**src/design/vfe_defines.svh**
```systemverilog
// Register map, field positions, reset values and timing counts of the video front end control
//
// How it works
// One of four analog inputs is routed to the luma converter by register.
// Software changes the input selector only occasionally, never per pixel.
// In autodetect mode lines per frame are counted and reported in a status bit.
// The status bit shows 625 lines for the 50 Hz count, else 525 lines.
// Detected standard picks primary crystal for NTSC/PAL-M, secondary for PAL/SECAM.
// For PAL-N combination software selects the primary crystal by hand.
// After a format change software reprograms scaling, cropping and gate delays itself.
// Luma and chroma overrange flags set when converter input exceeds top reference.
// Gain loop moves top references until back porch digitizes to the target code.
// The gain target code is programmable in the converter interface register.
// Clamp control is generated internally, active during the horizontal sync tip.
// Reset loads every register default; the default video format is NTSC-M.
// Strap high during reset puts output clocks and outputs into high impedance.
// Board supplies the NTSC crystal on primary port, PAL crystal on secondary.
// The oscillator amplifier of an unused crystal input is switched off; in autodetect mode the code keeps both amplifiers on.
// Double-rate clock runs at crystal rate, single-rate clock at half of it.
// Double-rate samples are low-pass filtered and decimated to the single rate.
`ifndef VFE_DEFINES_SVH
`define VFE_DEFINES_SVH

`define ADDR_STATUS        8'h00
`define ADDR_INPUT_FORMAT  8'h01
`define ADDR_CONVERTER_IF  8'h1A
`define ADDR_IRQ_MASK      8'h20

`define INPUT_FORMAT_RESET 8'h11
`define CONVERTER_IF_RESET 8'h38
`define IRQ_MASK_RESET     8'h00
`define GAIN_REF_RESET     8'h80

`define FMT_LSB            0
`define FMT_MSB            2
`define XSEL_LSB           3
`define XSEL_MSB           4
`define MUX_LSB            5
`define MUX_MSB            6

`define ST_LINE_FLAG       0
`define ST_LUMA_OVR        1
`define ST_CHROMA_OVR      2
`define ST_FMT_CHANGE      3
`define ST_SECONDARY       4
`define ST_STICKY_MASK     8'h0E

`define LINE_SPLIT         10'h23F
`define PORCH_DELAY        6'h14

`endif

```
**src/design/vfe_pkg.sv**
```systemverilog
// Types shared by the video front end control modules
package vfe_pkg;

   typedef enum logic [2:0] {
      FMT_AUTO,
      FMT_NTSC_M,
      FMT_NTSC_J,
      FMT_PAL,
      FMT_PAL_M,
      FMT_PAL_N,
      FMT_SECAM,
      FMT_PAL_NC
   } video_format_t;

   typedef enum logic [1:0] {
      XSEL_PRIMARY,
      XSEL_SECONDARY,
      XSEL_AUTO,
      XSEL_AUTO_ALT
   } crystal_select_t;

   typedef struct packed {
      logic [7:0] luma;
      logic [7:0] chroma;
   } video_sample_t;

   typedef enum logic [1:0] {
      AGC_IDLE,
      AGC_WAIT_PORCH,
      AGC_DONE
   } agc_state_t;

endpackage

```
**src/design/line_standard_detector.sv**
```systemverilog
// Lines-per-frame counter that classifies the incoming standard
`include "vfe_defines.svh"
`timescale 1ns/1ps
`default_nettype none

module line_standard_detector (
   input  wire logic clock,
   input  wire logic rst,
   input  wire logic enable,
   input  wire logic line_tick,
   input  wire logic frame_tick,
   output var  logic line_count_format_flag,
   output var  logic format_changed
);

   logic [9:0] line_count_ff;
   logic       flag_ff;
   logic       changed_ff;
   logic       nxt_flag;

   assign line_count_format_flag = flag_ff;
   assign format_changed         = changed_ff;
   assign nxt_flag               = (line_count_ff > `LINE_SPLIT);

   always_ff @(posedge clock) begin
      if (rst || !enable || frame_tick) begin
         line_count_ff <= 10'h000;
      end else if (line_tick && line_count_ff != 10'h3FF) begin
         line_count_ff <= line_count_ff + 10'h001;
      end
   end

   always_ff @(posedge clock) begin
      if (rst) begin
         flag_ff    <= 1'b0;
         changed_ff <= 1'b0;
      end else begin
         changed_ff <= enable && frame_tick && (nxt_flag != flag_ff);
         if (enable && frame_tick) begin
            flag_ff <= nxt_flag;
         end
      end
   end

endmodule

`default_nettype wire

```
**src/design/oversample_decimator.sv**
```systemverilog
// Half-band low-pass filter at double rate, decimated to single rate
`timescale 1ns/1ps
`default_nettype none

module oversample_decimator (
   input  wire logic                  clock,
   input  wire logic                  rst,
   input  wire logic                  double_tick,
   input  wire logic                  single_tick,
   input  wire vfe_pkg::video_sample_t sample_in,
   output var  vfe_pkg::video_sample_t sample_out,
   output var  logic                  sample_valid
);

   vfe_pkg::video_sample_t tap0_ff;
   vfe_pkg::video_sample_t tap1_ff;
   vfe_pkg::video_sample_t out_ff;
   logic                   valid_ff;

   assign sample_out   = out_ff;
   assign sample_valid = valid_ff;

   // Taps 1-2-1 over a quarter, rounded
   function automatic logic [7:0] lowpass(input logic [7:0] a, input logic [7:0] b, input logic [7:0] c);
      logic [9:0] sum;
      sum = {2'b00, a} + {1'b0, b, 1'b0} + {2'b00, c} + 10'h002;
      return sum[9:2];
   endfunction

   always_ff @(posedge clock) begin
      if (rst) begin
         tap0_ff <= '0;
         tap1_ff <= '0;
      end else if (double_tick) begin
         tap0_ff <= sample_in;
         tap1_ff <= tap0_ff;
      end
   end

   always_ff @(posedge clock) begin
      if (rst) begin
         out_ff   <= '0;
         valid_ff <= 1'b0;
      end else begin
         valid_ff <= single_tick;
         if (single_tick) begin
            out_ff.luma   <= lowpass(sample_in.luma, tap0_ff.luma, tap1_ff.luma);
            out_ff.chroma <= lowpass(sample_in.chroma, tap0_ff.chroma, tap1_ff.chroma);
         end
      end
   end

endmodule

`default_nettype wire

```
**src/design/video_input_frontend_control.sv**
```systemverilog
// Digital control of the analog video front end: selector, standard detect, clocks, gain, clamp
`include "vfe_defines.svh"
`timescale 1ns/1ps
`default_nettype none

module video_input_frontend_control (
   input  wire logic                   clock,
   input  wire logic                   rst,

   input  wire logic [7:0]             reg_addr,
   input  wire logic [7:0]             reg_wdata,
   input  wire logic                   reg_write,
   input  wire logic                   reg_read,
   output var  logic [7:0]             reg_rdata,

   input  wire logic                   primary_crystal_port,
   input  wire logic                   secondary_crystal_port,
   input  wire logic                   output_enable_polarity_strap,

   input  wire vfe_pkg::video_sample_t converter_sample,
   input  wire logic                   luma_over_reference,
   input  wire logic                   chroma_over_reference,
   input  wire logic                   sync_tip,
   input  wire logic                   frame_start,

   output var  logic [1:0]             selector_output,
   output var  logic                   luma_clamp,
   output var  logic                   chroma_clamp,
   output var  logic [7:0]             top_reference_level,
   output var  logic                   primary_osc_enable,
   output var  logic                   secondary_osc_enable,

   output var  logic                   double_rate_clock,
   output var  logic                   single_rate_clock,
   output var  logic                   output_drive_enable,
   output var  vfe_pkg::video_sample_t filtered_sample,
   output var  logic                   filtered_valid,
   output var  logic                   irq
);

   // Register state
   logic [7:0]              input_format_config_ff;
   logic [7:0]              converter_interface_config_ff;
   logic [7:0]              irq_mask_ff;
   logic [7:0]              rdata_ff;

   logic                    luma_ovr_ff;
   logic                    chroma_ovr_ff;
   logic                    fmt_change_ff;

   logic                    irq_ff;

   // Front end state
   logic [1:0]              selector_ff;
   logic                    clamp_ff;
   logic [7:0]              gain_ref_ff;
   logic                    use_secondary_ff;

   logic                    primary_osc_ff;
   logic                    secondary_osc_ff;

   logic                    double_tick_ff;
   logic                    single_tick_ff;
   logic                    phase_ff;
   logic                    drive_enable_ff;

   logic                    sync_tip_d_ff;
   logic [5:0]              porch_count_ff;
   vfe_pkg::agc_state_t     agc_state_ff;

   // Derived values
   vfe_pkg::video_format_t  fmt;
   vfe_pkg::crystal_select_t xsel;
   logic                    autodetect;
   logic                    line_flag;
   logic                    format_changed;
   logic                    nxt_use_secondary;

   logic                    crystal_tick;
   logic                    line_tick;
   logic                    write_status;

   logic [7:0]              status_word;
   logic [7:0]              target_code;

   assign fmt         = vfe_pkg::video_format_t'(input_format_config_ff[`FMT_MSB:`FMT_LSB]);
   assign xsel        = vfe_pkg::crystal_select_t'(input_format_config_ff[`XSEL_MSB:`XSEL_LSB]);
   assign autodetect  = (fmt == vfe_pkg::FMT_AUTO);
   assign target_code = converter_interface_config_ff;
   assign line_tick   = sync_tip && !sync_tip_d_ff;
   assign write_status = reg_write && (reg_addr == `ADDR_STATUS);

   // Outputs straight from flip-flops
   assign reg_rdata            = rdata_ff;
   assign selector_output      = selector_ff;
   assign luma_clamp           = clamp_ff;
   assign chroma_clamp         = clamp_ff;
   assign top_reference_level  = gain_ref_ff;

   assign primary_osc_enable   = primary_osc_ff;
   assign secondary_osc_enable = secondary_osc_ff;
   assign double_rate_clock    = double_tick_ff;
   assign single_rate_clock    = single_tick_ff;
   assign output_drive_enable  = drive_enable_ff;

   assign irq                  = irq_ff;

   // Secondary crystal needed for the 625-line standards except PAL-M and PAL-N combination
   function automatic logic wants_secondary(input vfe_pkg::video_format_t f, input logic flag625);
      logic want;
      want = 1'b0;
      case (f)
         vfe_pkg::FMT_AUTO:  want = flag625;
         vfe_pkg::FMT_PAL:   want = 1'b1;
         vfe_pkg::FMT_PAL_N: want = 1'b1;
         vfe_pkg::FMT_SECAM: want = 1'b1;
         default:            want = 1'b0;
      endcase
      return want;
   endfunction

   always_comb begin
      case (xsel)
         vfe_pkg::XSEL_PRIMARY:   nxt_use_secondary = 1'b0;
         vfe_pkg::XSEL_SECONDARY: nxt_use_secondary = 1'b1;
         default:                 nxt_use_secondary = wants_secondary(fmt, line_flag);
      endcase
   end

   always_comb begin
      status_word                = 8'h00;
      status_word[`ST_LINE_FLAG]  = line_flag;
      status_word[`ST_LUMA_OVR]   = luma_ovr_ff;
      status_word[`ST_CHROMA_OVR] = chroma_ovr_ff;
      status_word[`ST_FMT_CHANGE] = fmt_change_ff;
      status_word[`ST_SECONDARY]  = use_secondary_ff;
   end

   assign crystal_tick = use_secondary_ff ? secondary_crystal_port : primary_crystal_port;

   line_standard_detector u_detector (
      .clock                  (clock),
      .rst                    (rst),
      .enable                 (autodetect),
      .line_tick              (line_tick),
      .frame_tick             (frame_start),
      .line_count_format_flag (line_flag),
      .format_changed         (format_changed)
   );

   oversample_decimator u_decimator (
      .clock        (clock),
      .rst          (rst),
      .double_tick  (double_tick_ff),
      .single_tick  (single_tick_ff),
      .sample_in    (converter_sample),
      .sample_out   (filtered_sample),
      .sample_valid (filtered_valid)
   );

   // Configuration registers
   always_ff @(posedge clock) begin
      if (rst) begin
         input_format_config_ff        <= `INPUT_FORMAT_RESET;
         converter_interface_config_ff <= `CONVERTER_IF_RESET;
         irq_mask_ff                   <= `IRQ_MASK_RESET;
      end else if (reg_write) begin
         if (reg_addr == `ADDR_INPUT_FORMAT) begin
            input_format_config_ff <= {1'b0, reg_wdata[6:0]};
         end else if (reg_addr == `ADDR_CONVERTER_IF) begin
            converter_interface_config_ff <= reg_wdata;
         end else if (reg_addr == `ADDR_IRQ_MASK) begin
            irq_mask_ff <= reg_wdata & `ST_STICKY_MASK;
         end
      end
   end

   // Read data one cycle after the strobe
   always_ff @(posedge clock) begin
      if (rst) begin
         rdata_ff <= 8'h00;
      end else if (reg_read) begin
         if (reg_addr == `ADDR_STATUS) begin
            rdata_ff <= status_word;
         end else if (reg_addr == `ADDR_INPUT_FORMAT) begin
            rdata_ff <= input_format_config_ff;
         end else if (reg_addr == `ADDR_CONVERTER_IF) begin
            rdata_ff <= converter_interface_config_ff;
         end else if (reg_addr == `ADDR_IRQ_MASK) begin
            rdata_ff <= irq_mask_ff;
         end else begin
            rdata_ff <= 8'h00;
         end
      end else begin
         rdata_ff <= 8'h00;
      end
   end

   // Sticky flags, write one to clear, set wins
   always_ff @(posedge clock) begin
      if (rst) begin
         luma_ovr_ff   <= 1'b0;
         chroma_ovr_ff <= 1'b0;
         fmt_change_ff <= 1'b0;
      end else begin
         luma_ovr_ff   <= luma_over_reference ||
                          (luma_ovr_ff && !(write_status && reg_wdata[`ST_LUMA_OVR]));
         chroma_ovr_ff <= chroma_over_reference ||
                          (chroma_ovr_ff && !(write_status && reg_wdata[`ST_CHROMA_OVR]));
         fmt_change_ff <= format_changed ||
                          (fmt_change_ff && !(write_status && reg_wdata[`ST_FMT_CHANGE]));
      end
   end

   // Level interrupt
   always_ff @(posedge clock) begin
      if (rst) begin
         irq_ff <= 1'b0;
      end else begin
         irq_ff <= |(status_word & irq_mask_ff & `ST_STICKY_MASK);
      end
   end

   // Input selector, changed only on register writes
   always_ff @(posedge clock) begin
      if (rst) begin
         selector_ff <= 2'h0;
      end else begin
         selector_ff <= input_format_config_ff[`MUX_MSB:`MUX_LSB];
      end
   end

   // Crystal source and oscillator enables
   always_ff @(posedge clock) begin
      if (rst) begin
         use_secondary_ff <= 1'b0;
      end else begin
         use_secondary_ff <= nxt_use_secondary;
      end
   end

   always_ff @(posedge clock) begin
      if (rst) begin
         primary_osc_ff   <= 1'b1;
         secondary_osc_ff <= 1'b0;
      end else begin
         primary_osc_ff   <= !nxt_use_secondary || autodetect;
         secondary_osc_ff <= nxt_use_secondary || autodetect;
      end
   end

   // Double rate at crystal rate, single rate every second tick
   always_ff @(posedge clock) begin
      if (rst) begin
         double_tick_ff <= 1'b0;
         single_tick_ff <= 1'b0;
      end else begin
         double_tick_ff <= crystal_tick;
         single_tick_ff <= crystal_tick && phase_ff;
      end
   end

   // Tick parity
   always_ff @(posedge clock) begin
      if (rst) begin
         phase_ff <= 1'b0;
      end else if (crystal_tick) begin
         phase_ff <= !phase_ff;
      end
   end

   // Outputs float while strap high under reset
   always_ff @(posedge clock) begin
      if (rst) begin
         drive_enable_ff <= !output_enable_polarity_strap;
      end else begin
         drive_enable_ff <= 1'b1;
      end
   end

   // Clamp on the sync tip
   always_ff @(posedge clock) begin
      if (rst) begin
         clamp_ff <= 1'b0;
      end else begin
         clamp_ff <= sync_tip;
      end
   end

   // Sync tip delayed for edges
   always_ff @(posedge clock) begin
      if (rst) begin
         sync_tip_d_ff <= 1'b0;
      end else begin
         sync_tip_d_ff <= sync_tip;
      end
   end

   // Gain loop: sample back porch a fixed count of single ticks after sync tip
   always_ff @(posedge clock) begin
      if (rst) begin
         agc_state_ff   <= vfe_pkg::AGC_IDLE;
         porch_count_ff <= 6'h00;
         gain_ref_ff    <= `GAIN_REF_RESET;
      end else begin
         case (agc_state_ff)
            vfe_pkg::AGC_IDLE: begin
               if (!sync_tip && sync_tip_d_ff) begin
                  agc_state_ff   <= vfe_pkg::AGC_WAIT_PORCH;
                  porch_count_ff <= 6'h00;
               end
            end

            vfe_pkg::AGC_WAIT_PORCH: begin
               if (sync_tip) begin
                  agc_state_ff <= vfe_pkg::AGC_IDLE;
               end else if (single_tick_ff) begin
                  if (porch_count_ff == `PORCH_DELAY) begin
                     agc_state_ff <= vfe_pkg::AGC_DONE;
                     if (filtered_sample.luma > target_code && gain_ref_ff != 8'hFF) begin
                        gain_ref_ff <= gain_ref_ff + 8'h01;
                     end else if (filtered_sample.luma < target_code && gain_ref_ff != 8'h00) begin
                        gain_ref_ff <= gain_ref_ff - 8'h01;
                     end
                  end else begin
                     porch_count_ff <= porch_count_ff + 6'h01;
                  end
               end
            end

            vfe_pkg::AGC_DONE: begin
               if (sync_tip) begin
                  agc_state_ff <= vfe_pkg::AGC_IDLE;
               end
            end

            default: agc_state_ff <= vfe_pkg::AGC_IDLE;
         endcase
      end
   end

endmodule

`default_nettype wire

```
**config.mk**
```make
export PLATFORM = sky130hd
export DESIGN_NAME = video_input_frontend_control
export DESIGN_NICKNAME = d
export VERILOG_FILES = /design/src/design/vfe_pkg.sv /design/src/design/line_standard_detector.sv /design/src/design/oversample_decimator.sv /design/src/design/video_input_frontend_control.sv
export VERILOG_INCLUDE_DIRS = /design/src /design/src/design
export SDC_FILE = /design/constraint.sdc
export NUM_CORES = 1
export LEC_CHECK = 0
export BUFFER_PORTS_ARGS = -buffer_cell sky130_fd_sc_hd__buf_2
export CORE_MARGIN = 3
export CORE_UTILIZATION = 44
export DETAILED_ROUTE_END_ITERATION = 6
export PLACE_DENSITY = 0.68
export REMOVE_ABC_BUFFERS = 1
export SYNTH_ARGS = -nofsm -noshare
export SYNTH_HDL_FRONTEND = slang
export SYNTH_SLANG_ARGS = --single-unit
```
**constraint.sdc**
```tcl
create_clock -name clock -period 3.89 [get_ports clock]
set_input_delay 0.9725 -clock clock [delete_from_list [all_inputs] [get_ports clock]]
set_output_delay 0.9725 -clock clock [all_outputs]
set_load 0.05 [all_outputs]
```
==> qor.yml, run 1 <==
tns_ns: 0
synth.area.top_cells: "dfxtp_1 41%, ha_1 7.8%, mux2i_1 7.8%"
route.detailed.drc: 0
start_util: 0.454
via_per_inst: 5.39
slew_headroom: 0.383
critPathKind: "reg2reg"
max_freq_mhz: 281
wl_per_cell_um: 15.0
fillers: 1159
multiInputGateArea_um2: 3220
fin_nets: 796
ant_nets: 0
post_cts_buffers: 0
grt_pass1_vias: 4691
endpoint_kind: "flip-flop"
htreeDepth: 4
die_y_um: 121
yosysMostFrequentCell: "dfxtp_1"
cts_sinks: 117
grt_start_max_net_pins: 37
die-width_um: 121
core_area_um2: 12700
routabilityCongestion: 0.843
hold_viol: 0
root_buffer: "clkbuf_16"
hpwl_mm: 9.56
drt_iter0_markers: 244
worst_ir_drop_vdd_uv: 316
fin_crit_sh: 0.914
status: "completed"
cts_hold_buf: 0
grt_pass1_wl_mm: 21.9
regArea_um2: 2340
yosysWarnings: 0
path_max_fanout: 7
synth_top_area_frac: 0.406
rows: 41
startpoint_type: "flip-flop"
drv_slew: 0
yosysTopAreaCell: "dfxtp_1"
numCtsBuffers: 17
final.min_clock_period_ns: 3.56
ys_seq_area_frac: 0.406
ys_types: 54
synth_cells: 622
leakage_nw: 2.99
vias: 4780
portBuffers: 85
synthArstFlopShare: 0
drive_gt1_frac: 0.175
antenna_found_initial: 0
post_synth_instance_area_um2: 5770
clkLatencyLatePin_ns: 0.41
ys_seq_elements: 117
rsz0062_at_grt: "false"
wl_mm: 13.3
ios: 86
powerDensity_nw_per_um2: 441
critPathArrivalTime_ns: 3.90
grt_use_total: 0.189
cts_resized: 0
setup_viol: 0
avgSynthCellArea_um2: 9.28
ys.flop_type: "dfxtp_1"
die-area_um2: 14500
synth_edf_count: 0
required_ns: 4.23
antennaDiodeCount: 0
final_util: 0.543
synth_commonest_cells: "117 x dfxtp_1, 78 x nor2_1, 53 x nand2_1"
worstMarginPinSlew_ns: 0.924
firstDrtPassIters: 6
worstHoldPathType: "reg2reg"
fin_skew_ns: 0.00456
maxCapViolations: 0
path_clk_slew_ns: 0.05
cts_tree: "yes"
overflow: 0
syn2layout_area_growth_pct: 19.8
clockBufferDepth: 2
-- where the power goes --
| part | switching (W) | leakage (nW) | internal, W |
|---|---|---|---|
| clock | 0.000497 | 0.280 | 0.000999 |
| sequential | 0.0000222 | 0.948 | 0.00123 |
| combinational | 0.000183 | 1.76 | 0.000118 |
-- logic make-up (layout without fill, tap and decap cells) --
kind of cell | count (synthesis) | after routing | synth area share
and+or+nand+nor | 226 | 226 | 0.183
DFF | 117 | 117 | 0.406
AOI/OAI and AO/OA | 103 | 103 | 0.130
buffers and inverters | 53 | 146 | 0.0358
adders and majority gates | 49 | 49 | 0.123
muxes | 45 | 45 | 0.0781
xor gates and xnor gates | 29 | 29 | 0.0440
-- routing by layer --
| metal | routed length [µm] | GRT usage |
|---|---|---|
| met2 | 6380 | 0.301 |
| met3 | 638 | 0.0468 |
| met4 | 432 | 0.101 |
| met1 | 5880 | 0.235 |
| met5 | 0 | 0 |
-- worst max-delay path, stage by stage (launching register included) --
cell and delay (ns):
dfxtp_1 0.34, inv_1 0.05, ha_1 0.30, and3_1 0.19
o21ai_0 0.09, a31oi_1 0.45, o21a_1 0.32, inv_1 0.18
ha_1 0.31, a21oi_1 0.22, o211ai_1 0.19, o41a_1 0.38
nor3_1 0.14, a32o_1 0.17, mux2i_1 0.17
-- final timing paths --
kind              cells past startpoint                              from  slack [ns]                endpoint
hold / removal                        2         u_detector.format_changed        0.44           fmt_change_ff
setup reg to reg                     14  converter_interface_config_ff[4]        0.33  top_reference_level[7]
hold reg to reg                       2         u_detector.format_changed        0.44           fmt_change_ff
setup / recovery                     14  converter_interface_config_ff[4]        0.33  top_reference_level[7]
-- placed cells by master (no fill, tap or decap), types with 4 or more instances in the layout --
| cell | synthesis | final |
|---|---|---|
| buf_2 | 3 | 85 |
| and2_1 | 4 | 4 |
| nor2_1 | 78 | 78 |
| dfxtp_1 | 117 | 116 |
| a21oi_1 | 36 | 36 |
| nor2b_1 | 9 | 9 |
| mux2i_1 | 45 | 45 |
| ha_1 | 36 | 36 |
| inv_1 | 25 | 25 |
| a21o_1 | 7 | 7 |
| o21ai_0 | 8 | 8 |
| xor2_1 | 19 | 19 |
| nand3_1 | 33 | 33 |
| o31ai_1 | 4 | 4 |
| and3_1 | 6 | 6 |
| buf_4 | 1 | 5 |
| nand4_1 | 6 | 6 |
| a22oi_1 | 8 | 8 |
| clkbuf_16 | 0 | 17 |
| nand2_1 | 53 | 53 |
| xnor2_1 | 10 | 10 |
| nor4_1 | 5 | 5 |
| clkbuf_1 | 13 | 5 |
| o21bai_1 | 4 | 4 |
| nor3_1 | 13 | 13 |
| a211oi_1 | 6 | 6 |
| fa_1 | 13 | 13 |
| clkbuf_8 | 0 | 4 |
-- final cells by class --
| cell class | count | area share |
|---|---|---|
| timing repair buffer | 90 | 0.0670 |
| inverter | 26 | 0.0141 |
| sequential | 117 | 0.339 |
| clock buffer | 26 | 0.0722 |
| tap | 172 | 0.0311 |
| multi-input combinational | 452 | 0.466 |
| clock inverter | 4 | 0.0101 |
-- sequential cells by signal, summed over array words and instances (netlist names), 2 cells and up --
| name | cells |
|---|---|
| selector_output | 2 |
| u_decimator.tap0_ff | 16 |
| converter_interface_config_ff | 8 |
| reg_rdata | 8 |
| porch_count_ff | 6 |
| top_reference_level | 8 |
| irq_mask_ff | 3 |
| u_decimator.sample_out | 16 |
| input_format_config_ff | 7 |
| u_detector.line_count_ff | 10 |
| agc_state_ff | 2 |
| u_decimator.tap1_ff | 16 |
-- per-stage QoR --
| step | total power, W | setup WS (ns) | instances | hold slack (ns) | area [µm²] |
|---|---|---|---|---|---|
| after floorplan | 0.00147 | 0.649 | 595 | 0.413 | 5660 |
| after global placement | 0.00156 | 0.626 | 857 | 0.424 | 6340 |
| after detailed placement | 0.00157 | 0.373 | 857 | 0.443 | 6340 |
| after CTS | 0.00308 | 0.355 | 887 | 0.455 | 6910 |
| after global routing | 0.00317 | 0.0927 | 887 | 0.484 | 6910 |
| final | 0.00305 | 0.335 | 887 | 0.443 | 6910 |
No activity file was read; power rests on OpenSTA's default activity.
==> run 2, diff against run 1 <==
--- a/config.mk
+++ b/config.mk
@@ -7,10 +7,12 @@
 export NUM_CORES = 1
 export LEC_CHECK = 0
 export BUFFER_PORTS_ARGS = -buffer_cell sky130_fd_sc_hd__buf_2
+export CELL_PAD_IN_SITES_DETAIL_PLACEMENT = 0
+export CELL_PAD_IN_SITES_GLOBAL_PLACEMENT = 1
 export CORE_MARGIN = 3
 export CORE_UTILIZATION = 44
 export DETAILED_ROUTE_END_ITERATION = 6
-export PLACE_DENSITY = 0.68
+export PLACE_DENSITY = 0.84
 export REMOVE_ABC_BUFFERS = 1
 export SYNTH_ARGS = -nofsm -noshare
 export SYNTH_HDL_FRONTEND = slang
==> qor.yml, run 2 (synthesized netlist as in run 1, its figures left out) <==
multiInputGateArea_um2: 3220  # unchanged
layout_commonest_cell: "dfxtp_1"
worst_ir_drop_vdd_uv: 297  # -6.0%
firstDrtPassIters: 4  # -2
worstHoldPathType: "reg2reg"
status: "completed"
powerDensity_nw_per_um2: 467  # +6.0%
grt_pass1_vias: 4630  # -1.3%
path_max_fanout: 7  # unchanged
worstMarginPinSlew_ns: 0.909  # -0.0145 ns
cts_sinks: 117  # unchanged
ant_nets: 0  # unchanged
numCtsBuffers: 17  # unchanged
leakage_nw: 3.03  # +1.4%
maxCapViolations: 0  # unchanged
root_buffer: "clkbuf_16"
hold_viol: 0  # unchanged
cts_resized: 0  # unchanged
hpwl_mm: 9.32  # -2.6%
startpoint_type: "flip-flop"
setup_viol: 0  # unchanged
max_freq_mhz: 288  # +2.5%
syn2layout_area_growth_pct: 21.4
vias: 4656  # -2.6%
antennaDiodeCount: 0  # unchanged
grt_start_max_net_pins: 86  # +130%
drt_iter0_markers: 218  # -11%
route.detailed.drc: 0  # unchanged
fin_crit_sh: 0.892  # -0.0222
wl_per_cell_um: 14.7  # -2.3%
final_util: 0.550  # +0.00728
die-area_um2: 14500  # unchanged
p_comb_frac: 0.092  # -0.007
overflow: 0  # unchanged
path_clk_slew_ns: 0.06  # about the same
slew_headroom: 0.393  # +0.0104
rows: 41  # unchanged
cts_hold_buf: 0  # unchanged
routabilityCongestion: 0.851  # +0.98%
seq_power_share: 0.381  # -0.029
drive_gt1_frac: 0.183  # +0.00814
grt_use_total: 0.188  # -0.000924
power_switching_w: 0.000762  # +8.5%
critPathKind: "reg2reg"
clockBufferDepth: 2  # unchanged
critPathArrivalTime_ns: 3.81  # -0.09 ns
fin_skew_ns: 0.00536  # +0.000803 ns
regArea_um2: 2340  # unchanged
critPathMaxStageDelay_ns: 0.38  # -0.07 ns
die_y_um: 121  # unchanged
wl_mm: 13.0  # -2.1%
portBuffers: 85  # unchanged
via_per_inst: 5.24  # -2.7%
endpoint_kind: "flip-flop"
crit_chain: "inv_1, ha_1, and3_1, o21ai_0, a31oi_1, o21a_1, inv_1, ha_1, a21oi_1, o211ai_1, o41a_1, nor3_1, a32o_1, mux2i_1"
power_frac_clock: 0.527  # +0.036
fin_nets: 795  # -0.13%
grt_pass1_wl_mm: 22.0  # +0.35%
swShare: 0.233  # +0.00229
rsz0062_at_grt: "false"
antenna_found_initial: 0  # unchanged
required_ns: 4.23  # about the same
mostFrequentLayoutCells: "116 x dfxtp_1, 85 x buf_2, 78 x nor2_1"
post_cts_buffers: 0  # unchanged
drv_slew: 0  # unchanged
tns_ns: 0  # unchanged
htreeDepth: 4  # unchanged
start_util: 0.454  # unchanged
intPower_w: 0.00251  # +7.1%
final.min_clock_period_ns: 3.47  # -0.0865 ns
cts_tree: "yes"
die-width_um: 121  # unchanged
ios: 86  # unchanged
clkLatencyLatePin_ns: 0.42  # about the same
crit_slowest_cell: "a31oi_1"
core_area_um2: 12700  # unchanged
fillers: 1197  # +3.3%
-- run 2: cell types whose count changed in the layout (fill, tap and decap cells not counted), sizes merged --
cell,previous run,this run
clkbuf,26,19
clkinv,3,8
bufinv,2,5
buf,90,89
clkinvlp,0,1
-- run 2: critical path: cells and delay by family (launching register included) --
| kind | cells | cell delay [ns] |
|---|---|---|
| flops | 1 | 0.34 |
| fa+ha+maj | 2 | 0.62 |
| buf+inv | 2 | 0.24 |
| simple gates | 2 | 0.32 |
| compound gates | 7 | 1.67 |
| mux | 1 | 0.20 |
-- run 2: through the flow --
stage / instance area (µm²) / hold slack [ns] / power, W / instances / setup slack [ns]
CTS: 7000 / 0.466 / 0.00330 / 888 / 0.447
floorplan: 5660 / 0.413 / 0.00147 / 595 / 0.649
global placement: 6350 / 0.428 / 0.00156 / 856 / 0.642
global route: 7000 / 0.498 / 0.00339 / 888 / 0.137
finish: 7000 / 0.470 / 0.00327 / 888 / 0.421
detailed placement: 6350 / 0.435 / 0.00157 / 856 / 0.552
-- run 2: final timing paths --
path	start	endpoint	slack, ns	cells past startpoint
min	u_detector.format_changed	fmt_change_ff	0.47	2
max	converter_interface_config_ff[4]	top_reference_level[7]	0.42	14
min reg2reg	u_detector.format_changed	fmt_change_ff	0.47	2
max reg2reg	converter_interface_config_ff[4]	top_reference_level[7]	0.42	14
-- run 2: area by class of cell --
| class | instances | area share |
|---|---|---|
| sequential | 117 | 0.335 |
| timing repair buffer | 89 | 0.0668 |
| clock inverter | 13 | 0.0291 |
| clock buffer | 19 | 0.0647 |
| tap | 172 | 0.0307 |
| multi-input combinational | 452 | 0.460 |
| inverter | 26 | 0.0139 |
-- run 2: power groups by stage --
stage | Combinational [W] | Clock (W) | Sequential (W)
2_1_floorplan | 0.000165 | 0 | 0.00131
3_3_place_gp | 0.000293 | 0 | 0.00127
3_5_place_dp | 0.000300 | 0 | 0.00127
4_1_cts | 0.000304 | 0.00175 | 0.00125
5_1_grt | 0.000339 | 0.00180 | 0.00125
6_report | 0.000302 | 0.00172 | 0.00125
-- run 2: routing by layer --
metal / track usage / routed length (µm)
met1: 0.235 / 5930
met4: 0.0637 / 226
met2: 0.314 / 6280
met3: 0.0496 / 603
met5: 0 / 0
